## config.mk

```make
export PLATFORM = sky130hd
export DESIGN_NAME = fvb_core
export DESIGN_NICKNAME = d
export VERILOG_FILES = /design/src/core/fvb_pkg.sv /design/src/core/fvb_core.sv
export VERILOG_INCLUDE_DIRS = /design/src /design/src/core
export SDC_FILE = /design/constraint.sdc
export NUM_CORES = 2
export LEC_CHECK = 0
export ABC_CLOCK_PERIOD_IN_PS = 16400
export BUFFER_PORTS_ARGS = -buffer_cell sky130_fd_sc_hd__buf_2
export CAP_MARGIN = 30
export CORE_MARGIN = 2
export CORE_UTILIZATION = 60
export DETAILED_ROUTE_END_ITERATION = 10
export PLACE_DENSITY = 0.78
export REMOVE_ABC_BUFFERS = 1
export SLEW_MARGIN = 10
export SYNTH_ARGS = -nofsm -noshare
export SYNTH_HDL_FRONTEND = slang
export SYNTH_SLANG_ARGS = --single-unit
```

## constraint.sdc

```tcl
create_clock -name clk -period 16.4 [get_ports clk]
set_input_delay 0.82 -clock clk [delete_from_list [all_inputs] [get_ports clk]]
set_output_delay 0.82 -clock clk [all_outputs]
set_load 0.01 [all_outputs]
```

## src/core/fvb_params.svh

```systemverilog
// Operation
// - lengthen on-time when negative clamp below 80%
// - zero-cross extension gain from pre-start resistance
// - accept 68k weak, feedback on at or above 27k
// - 210uA max power, 610uA min power
// - line sync only with detectable ripple
// - run in valley mode or burst mode
// - valley turn-on controlling on-time and valley
// - compensate on-time on valley number change
// - valley rises as power falls, max 32
// - off-time limited to 47us
// - sleep in burst pause until wake event
// - reduced 7V gate level through burst mode
// - wake at four times line, sample, pulse
// - no sync before burst gives 200Hz wake
// - supply 7.6V starts burst until 8.1V
// - supply wake level disables config pull-up
// - skips lengthen, supply wakes shorten burst cycle
// - map feedback to pulse, valley, burst duty
// - weak winding restarts 52us after turn-off
// - 560uA is valley/burst boundary
// - skip burst pulsing at or above 610uA
`ifndef FVB_PARAMS_SVH
`define FVB_PARAMS_SVH
// ====================================================
// register map (byte addresses)
`define FVB_OFS_CTRL 8'h00
`define FVB_OFS_STATUS 8'h04
`define FVB_OFS_VALLEY 8'h08
`define FVB_OFS_TON 8'h0C
`define FVB_OFS_CFG 8'h10
`define FVB_CTRL_RUN 0
`define FVB_CTRL_BURST 1
`define FVB_CTRL_RESET 2'h2
// ====================================================
// thresholds
`define FVB_FB_MAXP_UA 10'd210
`define FVB_FB_MINP_UA 10'd610
`define FVB_FB_BURST_UA 10'd560
`define FVB_FB_HALVE_UA 10'd50
`define FVB_VALLEY_STEP_UA 10'd11
`define FVB_VALLEY_MAX 6'd32
`define FVB_VALLEY_JUMP 6'd10
`define FVB_CLAMP_PCT 80
`define FVB_RES_MIN_KOHM 8'd27
`define FVB_RES_MAX_KOHM 8'd68
`define FVB_DUTY_SHIFT 6
// ====================================================
// timing
`define FVB_CLK_MHZ 250
`define FVB_TOFF_NS 47000
`define FVB_TREP_NS 52000
`define FVB_WAKE_DEF_NS 5000000
`define FVB_TON_MAX_NS 20000
`define FVB_SYNC_LOST_US 25000
`define FVB_TOFF_CYC (`FVB_TOFF_NS * `FVB_CLK_MHZ / 1000)
`define FVB_TREP_CYC ((`FVB_TREP_NS * `FVB_CLK_MHZ + 999) / 1000)
`define FVB_WAKE_DEF_CYC (`FVB_WAKE_DEF_NS / 1000 * `FVB_CLK_MHZ)
`define FVB_TON_MAX_CYC (`FVB_TON_MAX_NS * `FVB_CLK_MHZ / 1000)
`define FVB_SYNC_LOST_CYC (`FVB_SYNC_LOST_US * `FVB_CLK_MHZ)
`endif

```

## src/core/fvb_pkg.sv

```systemverilog
package fvb_pkg;
  typedef enum logic [2:0] {ST_STOP, ST_ON, ST_OFF, ST_SLEEP} fvb_state_t;
endpackage

```

## src/core/fvb_core.sv

```systemverilog
`timescale 1ns/1ps
`include "fvb_params.svh"
module fvb_core #(
  parameter int TOFF_CYC = `FVB_TOFF_CYC,
  parameter int TREP_CYC = `FVB_TREP_CYC,
  parameter int WAKE_DEF_CYC = `FVB_WAKE_DEF_CYC,
  parameter int TON_MAX_CYC = `FVB_TON_MAX_CYC,
  parameter int SYNC_LOST_CYC = `FVB_SYNC_LOST_CYC
) (
  input wire logic clk,
  input wire logic rst,
  input wire logic [7:0] address,
  input wire logic read,
  input wire logic write,
  input wire logic [31:0] writedata,
  output logic [31:0] readdata,
  output logic waitrequest,
  input wire logic zero_cross_pin,
  input wire logic supply_wake_pin,
  input wire logic supply_stop_pin,
  input wire logic fb_valid,
  input wire logic [9:0] fb_ua,
  input wire logic [9:0] pos_clamp_current,
  input wire logic [9:0] neg_clamp_current,
  input wire logic cfg_valid,
  input wire logic [7:0] cfg_strong_kohm,
  input wire logic [7:0] cfg_weak_kohm,
  input wire logic line_tick,
  input wire logic ripple_ok,
  output logic gate_on,
  output logic gate_reduced,
  output logic pullup_on,
  output logic sleep
);
  import fvb_pkg::*;

  // ====================================================
  // pin synchronisers
  logic [2:0] pin_in;
  logic [2:0] sync1_r;
  logic [2:0] sync2_r;
  logic [2:0] sync3_r;
  assign pin_in = {supply_stop_pin, supply_wake_pin, zero_cross_pin};
  genvar gi;
  generate
    for (gi = 0; gi < 3; gi++)
    begin : g_sync
      always_ff @(posedge clk or posedge rst)
      begin
        if (rst)
        begin
          sync1_r[gi] <= 1'b0;
          sync2_r[gi] <= 1'b0;
          sync3_r[gi] <= 1'b0;
        end
        else
        begin
          sync1_r[gi] <= pin_in[gi];
          sync2_r[gi] <= sync1_r[gi];
          sync3_r[gi] <= sync2_r[gi];
        end
      end
    end
  endgenerate
  logic zc_edge;
  logic sup_wake_edge;
  logic sup_high;
  assign zc_edge = sync2_r[0] & ~sync3_r[0];
  assign sup_wake_edge = sync2_r[1] & ~sync3_r[1];
  assign sup_high = sync2_r[2];

  // ====================================================
  // register bus
  logic ack_r;
  logic [1:0] ctrl_r;
  logic [31:0] readdata_r;
  logic [31:0] rd_mux;
  fvb_state_t st_r;
  logic burst_r;
  logic synced_r;
  logic fb_en_r;
  logic [6:0] gain_r;
  logic [5:0] valley_q_r;
  logic [17:0] ton_cyc_r;
  assign waitrequest = (read | write) & ~ack_r;
  assign readdata = readdata_r;
  always_comb
  begin
    unique case (address)
      `FVB_OFS_CTRL: rd_mux = {30'h0, ctrl_r};
      `FVB_OFS_STATUS: rd_mux = {26'h0, pullup_on, synced_r, fb_en_r,
        gate_reduced, sleep, burst_r};
      `FVB_OFS_VALLEY: rd_mux = {26'h0, valley_q_r};
      `FVB_OFS_TON: rd_mux = {14'h0, ton_cyc_r};
      `FVB_OFS_CFG: rd_mux = {25'h0, gain_r};
      default: rd_mux = 32'h0;
    endcase
  end
  always_ff @(posedge clk or posedge rst)
  begin
    if (rst)
    begin
      ack_r <= 1'b0;
      readdata_r <= 32'h0;
      ctrl_r <= `FVB_CTRL_RESET;
    end
    else
    begin
      // one wait state on every access
      ack_r <= (read | write) & ~ack_r;
      if (read & ~ack_r)
        readdata_r <= rd_mux;
      if (write & ack_r & (address == `FVB_OFS_CTRL))
        ctrl_r <= writedata[1:0];
    end
  end

  // ====================================================
  // configuration captured before running
  always_ff @(posedge clk or posedge rst)
  begin
    if (rst)
    begin
      fb_en_r <= 1'b0;
      gain_r <= 7'h0;
    end
    else if (cfg_valid & (st_r == ST_STOP))
    begin
      fb_en_r <= cfg_strong_kohm >= `FVB_RES_MIN_KOHM;
      // gain held until the next stopped capture
      gain_r <= (cfg_weak_kohm > `FVB_RES_MAX_KOHM) ?
        7'(`FVB_RES_MAX_KOHM) : cfg_weak_kohm[6:0];
    end
  end

  // ====================================================
  // feedback mapping
  logic [9:0] fb_r;
  logic [9:0] fbc;
  logic [9:0] fb_off;
  logic [3:0] halv;
  logic [15:0] ton_base;
  logic [5:0] valley_map;
  logic [21:0] comp_prod;
  logic [22:0] thd_prod;
  logic thd_zone;
  logic [9:0] duty;
  always_ff @(posedge clk or posedge rst)
  begin
    if (rst)
      fb_r <= `FVB_FB_MINP_UA;
    else if (fb_valid)
      fb_r <= fb_ua;
  end
  always_comb
  begin
    fbc = fb_r;
    if (fb_r < `FVB_FB_MAXP_UA)
      fbc = `FVB_FB_MAXP_UA;
    if (fb_r > `FVB_FB_MINP_UA)
      fbc = `FVB_FB_MINP_UA;
    fb_off = fbc - `FVB_FB_MAXP_UA;
    // pulse length halves every 50 uA above max-power point
    halv = 4'(fb_off / `FVB_FB_HALVE_UA);
    ton_base = 16'(TON_MAX_CYC) >> halv;
    valley_map = (fbc >= `FVB_FB_BURST_UA) ? `FVB_VALLEY_MAX :
      6'(fb_off / `FVB_VALLEY_STEP_UA) + 6'h1;
    if (valley_map > `FVB_VALLEY_MAX)
      valley_map = `FVB_VALLEY_MAX;
    duty = `FVB_FB_MINP_UA - fbc;
    comp_prod = ton_base * (valley_q_r - 6'h1);
    thd_prod = ton_base * gain_r;
    thd_zone = (32'(neg_clamp_current) * 100) <
      (32'(pos_clamp_current) * `FVB_CLAMP_PCT);
  end
  // on-time grows with valley so power holds across a valley step
  always_ff @(posedge clk or posedge rst)
  begin
    if (rst)
      ton_cyc_r <= 18'h1;
    else
      ton_cyc_r <= 18'(ton_base) + 18'(comp_prod >> 5)
        + (thd_zone ? 18'(thd_prod >> 6) : 18'h0);
  end

  // ====================================================
  // line synchronisation
  logic [23:0] half_cnt_r;
  logic [23:0] half_per_r;
  always_ff @(posedge clk or posedge rst)
  begin
    if (rst)
    begin
      half_cnt_r <= 24'h0;
      half_per_r <= 24'h0;
      synced_r <= 1'b0;
    end
    else if (line_tick & ripple_ok & ~burst_r & (st_r != ST_STOP))
    begin
      half_per_r <= half_cnt_r;
      half_cnt_r <= 24'h0;
      synced_r <= 1'b1;
    end
    else if (half_cnt_r >= 24'(SYNC_LOST_CYC))
      synced_r <= 1'b0;
    else
      half_cnt_r <= half_cnt_r + 24'h1;
  end

  // ====================================================
  // valley selection with half-cycle hysteresis
  logic [5:0] vmin_r;
  always_ff @(posedge clk or posedge rst)
  begin
    if (rst)
    begin
      valley_q_r <= 6'h1;
      vmin_r <= `FVB_VALLEY_MAX;
    end
    else if (burst_r)
      valley_q_r <= valley_map;
    else if (line_tick | ~synced_r)
    begin
      valley_q_r <= (valley_map < vmin_r) ? valley_map : vmin_r;
      vmin_r <= `FVB_VALLEY_MAX;
    end
    else
    begin
      if (valley_map < vmin_r)
        vmin_r <= valley_map;
      if ((valley_map < valley_q_r) |
          (valley_map >= valley_q_r + `FVB_VALLEY_JUMP))
        valley_q_r <= valley_map;
    end
  end

  // ====================================================
  // wake timer
  logic [23:0] wake_per_r;
  logic [23:0] wcnt_r;
  logic tmr_wake;
  logic wake_evt;
  assign tmr_wake = burst_r & (wcnt_r >= wake_per_r - 24'h1);
  assign wake_evt = tmr_wake | (burst_r & sup_wake_edge);
  always_ff @(posedge clk or posedge rst)
  begin
    if (rst)
      wcnt_r <= 24'h0;
    else if (wake_evt | ~burst_r)
      wcnt_r <= 24'h0;
    else
      wcnt_r <= wcnt_r + 24'h1;
  end

  // ====================================================
  // pulse sequencer
  logic run_ok;
  logic [23:0] tcnt_r;
  logic [5:0] zc_n_r;
  logic zc_seen_r;
  logic [23:0] bwin_r;
  logic sup_burst_r;
  logic release_on;
  logic [33:0] blen;
  assign run_ok = ctrl_r[`FVB_CTRL_RUN] & fb_en_r;
  assign blen = 34'(wake_per_r >> `FVB_DUTY_SHIFT) * duty;
  assign release_on = (zc_n_r >= valley_q_r) |
    (zc_seen_r & (tcnt_r >= 24'(TOFF_CYC))) |
    (~zc_seen_r & (tcnt_r >= 24'(TREP_CYC)));
  always_ff @(posedge clk or posedge rst)
  begin
    if (rst)
    begin
      st_r <= ST_STOP;
      gate_on <= 1'b0;
      tcnt_r <= 24'h0;
      zc_n_r <= 6'h0;
      zc_seen_r <= 1'b0;
      burst_r <= 1'b0;
      bwin_r <= 24'h0;
      sup_burst_r <= 1'b0;
      wake_per_r <= 24'(WAKE_DEF_CYC);
    end
    else if (~run_ok)
    begin
      st_r <= ST_STOP;
      gate_on <= 1'b0;
      burst_r <= 1'b0;
    end
    else
    begin
      tcnt_r <= tcnt_r + 24'h1;
      if (bwin_r != 24'h0)
        bwin_r <= bwin_r - 24'h1;
      if (burst_r & sup_wake_edge)
        sup_burst_r <= 1'b1;
      else if (sup_high)
        sup_burst_r <= 1'b0;
      unique case (st_r)
        ST_STOP:
        begin
          st_r <= ST_ON;
          gate_on <= 1'b1;
          tcnt_r <= 24'h0;
        end
        ST_ON:
          if (tcnt_r >= 24'(ton_cyc_r))
          begin
            st_r <= ST_OFF;
            gate_on <= 1'b0;
            tcnt_r <= 24'h0;
            zc_n_r <= 6'h0;
            zc_seen_r <= 1'b0;
          end
        ST_OFF:
        begin
          if (zc_edge)
          begin
            zc_n_r <= zc_n_r + 6'h1;
            zc_seen_r <= 1'b1;
          end
          // window over with the gate already low: sleep without a release
          if (burst_r & (bwin_r == 24'h0) & ~sup_burst_r)
            st_r <= ST_SLEEP;
          else if (release_on)
          begin
            tcnt_r <= 24'h0;
            if (~burst_r & ctrl_r[`FVB_CTRL_BURST] &
                (fb_r >= `FVB_FB_BURST_UA))
            begin
              burst_r <= 1'b1;
              // last synced line: wake at four per line period
              wake_per_r <= synced_r ? (half_per_r >> 1) :
                24'(WAKE_DEF_CYC);
              st_r <= ST_SLEEP;
            end
            else
            begin
              st_r <= ST_ON;
              gate_on <= 1'b1;
            end
          end
        end
        ST_SLEEP:
          if (wake_evt | sup_burst_r)
          begin
            if ((fb_r < `FVB_FB_BURST_UA) & ~sup_burst_r)
              burst_r <= 1'b0;
            if ((fb_r >= `FVB_FB_MINP_UA) & ~sup_burst_r & ~sup_wake_edge)
              st_r <= ST_SLEEP;
            else
            begin
              bwin_r <= (blen > 34'hFFFFFF) ? 24'hFFFFFF : blen[23:0];
              st_r <= ST_ON;
              gate_on <= 1'b1;
              tcnt_r <= 24'h0;
            end
          end
        default:
          st_r <= ST_STOP;
      endcase
    end
  end

  // ====================================================
  // supply-side outputs
  always_ff @(posedge clk or posedge rst)
  begin
    if (rst)
    begin
      pullup_on <= 1'b1;
      gate_reduced <= 1'b0;
      sleep <= 1'b0;
    end
    else
    begin
      gate_reduced <= burst_r;
      sleep <= (st_r == ST_SLEEP);
      if (burst_r & sup_wake_edge)
        pullup_on <= 1'b0;
      else if (sup_high | ~burst_r)
        pullup_on <= 1'b1;
    end
  end

  // ====================================================
  // checks
  a_gate_sleep_low: assert property (@(posedge clk) disable iff (rst)
    (st_r == ST_SLEEP) |-> !gate_on)
    else $error("gate high while asleep");
  a_gate_reduced: assert property (@(posedge clk) disable iff (rst)
    $rose(burst_r) |=> gate_reduced)
    else $error("reduced gate level missing");
  a_valley_range: assert property (@(posedge clk) disable iff (rst)
    (valley_q_r >= 6'h1) && (valley_q_r <= `FVB_VALLEY_MAX))
    else $error("valley out of range");
  a_off_bound: assert property (@(posedge clk) disable iff (rst)
    (st_r == ST_OFF) |-> tcnt_r <= 24'(TREP_CYC))
    else $error("off time overran");
  a_pullup_drop: assert property (@(posedge clk) disable iff (rst)
    (run_ok && burst_r && sup_wake_edge) |=> !pullup_on)
    else $error("pull-up kept at wake level");
  a_max_power: assert property (@(posedge clk) disable iff (rst)
    (fb_r <= `FVB_FB_MAXP_UA) |-> ton_base == 16'(TON_MAX_CYC))
    else $error("max power not commanded");
  a_burst_skip: assert property (@(posedge clk) disable iff (rst)
    (run_ok && st_r == ST_SLEEP && tmr_wake && !sup_burst_r &&
     !sup_wake_edge && fb_r >= `FVB_FB_MINP_UA)
    |=> (st_r == ST_SLEEP) && !gate_on)
    else $error("burst not skipped");
  a_fb_disabled: assert property (@(posedge clk) disable iff (rst)
    !fb_en_r |=> !gate_on && st_r == ST_STOP)
    else $error("pulsing without feedback");
  a_bus_wait: assert property (@(posedge clk) disable iff (rst)
    ((read || write) && !ack_r) |-> waitrequest ##1 !waitrequest)
    else $error("bus wait state wrong");
endmodule // fvb_core

```

# Word level (Yosys, flattened, before mapping)
# Index checks and enable logic that the tools add are counted.
# word_totals
input_bits	97
word_cells	212
out_inout_bits	37
regBits	252
# op_classes
n_mul	5
n_eq_ne	21
bitwise	40
n_reduce_logical	16
add_sub_neg	13
shift	1
n_lt_le_gt_ge	20
n_mux	61
div_mod_pow	2
# ops
cell	n
two-way mux 24 bit	13
case mux 24 bit (4 select lines)	1
case mux 18 bit (5 select lines)	1
adder 24 x 1 -> 24 bit, second input constant	3
two-way mux 6 bit	9
greater-or-equal comparator 24 x 14 -> 1 bit, second input constant	2
subtractor 24 x 1 -> 24 bit, second input constant	2
greater-or-equal comparator 10 bit, second input constant	3
greater-than comparator 28 x 24 -> 1 bit, second input constant	1
multiplier 18 x 10 -> 28 bit	1
greater-or-equal comparator 24 x 18 -> 1 bit	1
greater-or-equal comparator 24 x 23 -> 1 bit, second input constant	1
greater-or-equal comparator 24 bit	1
zero test 24 bit	1
!= test 3 bit, second input constant	8
nonzero test 24 bit	1
multiplier 16 x 7 -> 23 bit	1
two-way mux 23 bit	1
bitwise AND 1 bit	22
multiplier 17 x 7 -> 22 bit	1
two-way mux 1 bit	20
two-way mux 10 bit	2
adder 16 x 17 -> 18 bit	1
adder 18 x 17 -> 18 bit	1
48 further kinds	81

# Logic depth before layout (Yosys ltp)
# logic_depth
ltp_word	14
depth_mapped	69
mapped_depth_nobuf	61

# Least setup slack after synthesis
# No wires, ideal clock.
# synth_path
path_kind	register to register
start	register fb_r[5]
end	register ton_cyc_r[17]
path_stages_with_launch	62
synth_period_minus_slack_ns	12.925
arrival_time_ns	12.807
path_slack_ns	3.475
required_time_ns	16.282
setup_ns	0.118
path_buffers	6
path_cell_list	dfstp_2 -> buf_2 -> nand2_1 -> a221oi_1 -> buf_2 -> clkbuf_1 -> or3_1 -> clkbuf_1 -> inv_1 -> ha_1 -> clkbuf_2 -> a2111oi_0 -> or3b_4 -> nand3_1 -> or3_4 -> a22o_1 -> a2111oi_0 -> a31oi_1 -> [... 26 more ...] -> inv_1 -> ha_1 -> o21ai_0 -> a21boi_0 -> o21ai_0 -> nand2_1 -> and2_1 -> o21ai_0 -> nand2_1 -> and2_1 -> o21ai_0 -> nand2_1 -> a21oi_1 -> o21ai_0 -> a21oi_1 -> o21bai_1 -> a21o_1 -> a21o_1
# synth_via
elab_chain_cells	9
elab_cells_between_ends	12
classes_between	3 x add/sub; 2 x mul; 1 x div; 2 x order compare; 1 x shift; 3 x mux
# synth_lines
item	line	source
from (decl)	fvb_core.sv:138	logic [9:0] fb_r;
from (signal assigned)	fvb_core.sv:151	fb_r <= `FVB_FB_MINP_UA;
from (signal assigned)	fvb_core.sv:153	fb_r <= fb_ua;
< comparator 10 x 8 -> 1 bit (no source line)	-	
two-way mux 10 bit	fvb_core.sv:158	if (fb_r < `FVB_FB_MAXP_UA)
two-way mux 10 bit (*)	fvb_core.sv:160	if (fb_r > `FVB_FB_MINP_UA)
subtractor 10 x 8 -> 10 bit (no source line) (*)	-	
divider 10 x 6 -> 10 bit (no source line) (*)	-	
>> shifter 13 x 4 -> 16 bit (*)	fvb_core.sv:165	ton_base = 16'(TON_MAX_CYC) >> halv;
multiplier 17 x 7 -> 22 bit / multiplier 16 x 7 -> 23 bit (equally long branches)	fvb_core.sv:171, fvb_core.sv:172	
adder 16 x 17 -> 18 bit / two-way mux 17 bit (equally long branches)	fvb_core.sv:182, fvb_core.sv:183	
adder 18 x 17 -> 18 bit (*)	fvb_core.sv:183	+ (thd_zone ? 18'(thd_prod >> 6) : 18'h0);
to (signal assigned)	fvb_core.sv:182	ton_cyc_r <= 18'(ton_base) + 18'(comp_prod >> 5)
to (decl)	fvb_core.sv:84	logic [17:0] ton_cyc_r;
# Every way passes the cells marked *; elsewhere a longest branch is shown, timed or not.
# A chain may end at the register's enable or synchronous reset.

# Worst setup path after layout
# Same ends and word-level chain as after synthesis.

==> key figures <==
Outcome
  – Outcome: finished, final reports clean

Placement
  – RePlAce Congestion: 0.913
  – DP Area: 29400 µm²
  – DP HPWL: 55000 µm
  – Port Buffers: 89

Cells and area
  – Area added between synthesis and finish: 6.37%
  – Fin area: 30400 µm²
  – Layout Nets: about 4000
  – Share of layout cells above drive strength 1: 0.0878
  – Diode count: 0

Timing
  – Layout Skew: 0.0283 ns
  – Final period util: 0.888
  – Relative slew margins: 0.374
  – Max Slew Vio Count: 0
  – Actual slew at the worst max-slew pin: 0.932 ns
  – Final hold slack: 0.336 ns
  – # setup viols final: 0
  – Max Clk Rate: 68.7 MHz
  – RSZ-0062 raised after global routing: no
  – TNS Setup: 0 ns
  – Final Hold Violating Endpoints: 0
  – Final min period: ~15 ns

Yosys
  – Top_reg_cell synth: dfrtp_1
  – Synthesized area: 28600 µm²
  – YS warnings: 0
  – Asr flop ratio synth: 1.00
  – Netlist cell types: approximately 120
  – Avg Cell Area, Syn: between 8 and 9 µm²
  – Synth Instances: between 3000 and 4000
  – Post-synth EDFFs: 0
  – Post-synthesis sequential area ratio: 0.206
  – Yosys reg bits: between 200 and 250

Floorplanning
  – I/O pins: 134
  – Die area: just under 50000 µm²
  – Initial Utilization: 0.604
  – Num rows: 80
  – Die W: 222 µm
  – Total core area: 47300 µm²
  – Die Ht: 222 µm

Worst setup path
  – Critical path class: flip-flop to flip-flop
  – FF-to-FF End: ton_cyc_r[17]
  – Reg-to-reg setup timing slack: approximately 1.8 ns
  – Critical Path AT: 14.99 ns
  – Type of origin of the critical path: flip-flop
  – Critical path's slowest cell: dfstp_2
  – Largest stage delay on the critical path: roughly 0.74 ns
  – Worst R2R Path Depth: 52
  – Critical Path RT: between 15 and 20 ns
  – R2R Path Start: fb_r[5]
  – Worst setup EP type: flip-flop
  – Crit path top cell by count: nand2_1
  – CP Max Fanout: 18

Clock tree
  – Num CTS Buffers: 24
  – CTS Sinks: 235
  – Clock root buffer: clkbuf_16
  – Clk Latency, worst-skew pair: 0.55 ns
  – Postcts setup bufs: 0
  – CTS Buffer Depth: 3
  – H-tree Lvls: 1
  – # resized after CTS: 0
  – CTS tree: yes
  – Hold Buf Count CTS: 0
  – Clock-pin slew on the worst setup and hold paths: 0.06 ns

Run
  – Max_cap viols: 0

Detailed routing
  – Initial DRC Count: 1800
  – Antenna Nets Post-Route: 0
  – Vias/cell: about 6.0
  – Drt total wl: approximately 70000 µm
  – Drt pass-1 iters: 5
  – Residual DRC count: 0
  – Drt wl/cell: 17.9 µm
  – Via count: ~24000

Global route
  – Largest net degree at the start of global routing: 85
  – Global-route wire length before repair: ~120000 µm
  – GR Overflow Total: 0
  – Vias in the first global route: 24500
  – Initial antenna violation count: 0
  – Total GRT Usage: 0.293

Min path
  – Min-delay worst type: input pin to async pin
synth_stat cells (65+ instances only):
cell type	instances	share of area
nor3_1	86	0.015
nand2_1	331	0.043
nand3_1	94	0.016
clkbuf_1	100	0.013
a21oi_1	128	0.022
xnor2_1	104	0.032
dfrtp_1	218	0.19
nor2_1	273	0.036
ha_1	324	0.14
and2_1	107	0.023
fa_1	246	0.17
o21ai_0	155	0.027
inv_1	416	0.055
xor2_1	65	0.020
logic make-up (layout without fill, tap and decap cells):
family	Yosys count	in the layout	synth area share
simple gates	1153	1153	0.197
mux	34	34	0.0140
buf+inv	565	585	0.0785
compound gates	577	577	0.139
fa+ha+maj	570	570	0.314
xor+xnor	169	169	0.0518
flops	235	235	0.206
other cells	1	14	0.000131
final cells by class:
| type | count | area, µm² |
|---|---|---|
| fillers | 3865 | 16900 |
| well taps | 615 | 769 |
| inverters | 426 | 1610 |
| clock inverters | 16 | 270 |
| multi-input cells | 2517 | 20500 |
| repair buffers | 115 | 696 |
| clock buffers | 28 | 646 |
| flip-flops and latches | 235 | 5900 |
worst max-delay path, delay by kind of cell, from the launching register on:
family          cells  cell delay [ns]
xor+xnor            2             0.26
fa+ha+maj           9             3.83
compound gates     16             4.27
buf+inv             6             0.93
simple gates       19             4.38
flops               1             0.74
flip-flops by register name, summed over array words and instances, names as in the netlist, 3 cells and up:
register    cells
tcnt_r         24
valley_q_r      6
gain_r          7
bwin_r         24
readdata       18
ton_cyc_r      18
half_cnt_r     24
fb_r           10
zc_n_r          6
vmin_r          6
wake_per_r     23
sync1_r         3
wcnt_r         24
half_per_r     23
cell usage in the layout (no fill, tap or decap), types with 24 or more instances in the layout:
| cell type | n |
|---|---|
| nor2_1 | 273 |
| nand3_1 | 94 |
| clkbuf_16 | 24 |
| o21ai_0 | 155 |
| buf_2 | 89 |
| nor3_1 | 84 |
| a21o_1 | 50 |
| ha_1 | 324 |
| nand2_1 | 331 |
| nand2b_1 | 52 |
| and3_1 | 31 |
| nor4_1 | 27 |
| xnor2_1 | 103 |
| xor2_1 | 65 |
| and2_1 | 107 |
| mux2_2 | 25 |
| a21oi_1 | 128 |
| nor2b_1 | 40 |
| inv_1 | 415 |
| dfrtp_1 | 218 |
| fa_1 | 246 |
layer usage:
layer,vias to the layer above,global-route usage,wire length (µm)
li1,11100,-,-
met1,11700,0.375,29000
met2,738,0.512,34900
met3,191,0.0238,3500
met4,0,0.124,3150
met5,-,0,0
stage by stage:
step / setup WS (ns) / utilization / cells
CTS: 2.01 / 0.641 / 3948
floorplan: 2.62 / - / 3178
global route: 0.596 / 0.643 / 3952
global placement: 2.15 / 0.621 / 3902
finish: 1.84 / 0.643 / 3952
detailed placement: 2.05 / 0.622 / 3904
worst max path at each step:
stage	start	endpoint	slack, ns	depth (start not counted)
2_1_floorplan	fb_r[5]	ton_cyc_r[17]	2.62	55
3_3_place_gp	fb_r[5]	ton_cyc_r[17]	2.15	55
3_5_place_dp	fb_r[5]	ton_cyc_r[17]	2.05	52
4_1_cts	fb_r[5]	ton_cyc_r[17]	2.01	52
5_1_grt	fb_r[5]	ton_cyc_r[17]	0.60	60
6_report	fb_r[5]	ton_cyc_r[17]	1.84	52
Power is left out: the tool's default activity adds up to more than one toggle a clock period on the data nets, which glitch-free logic cannot reach.
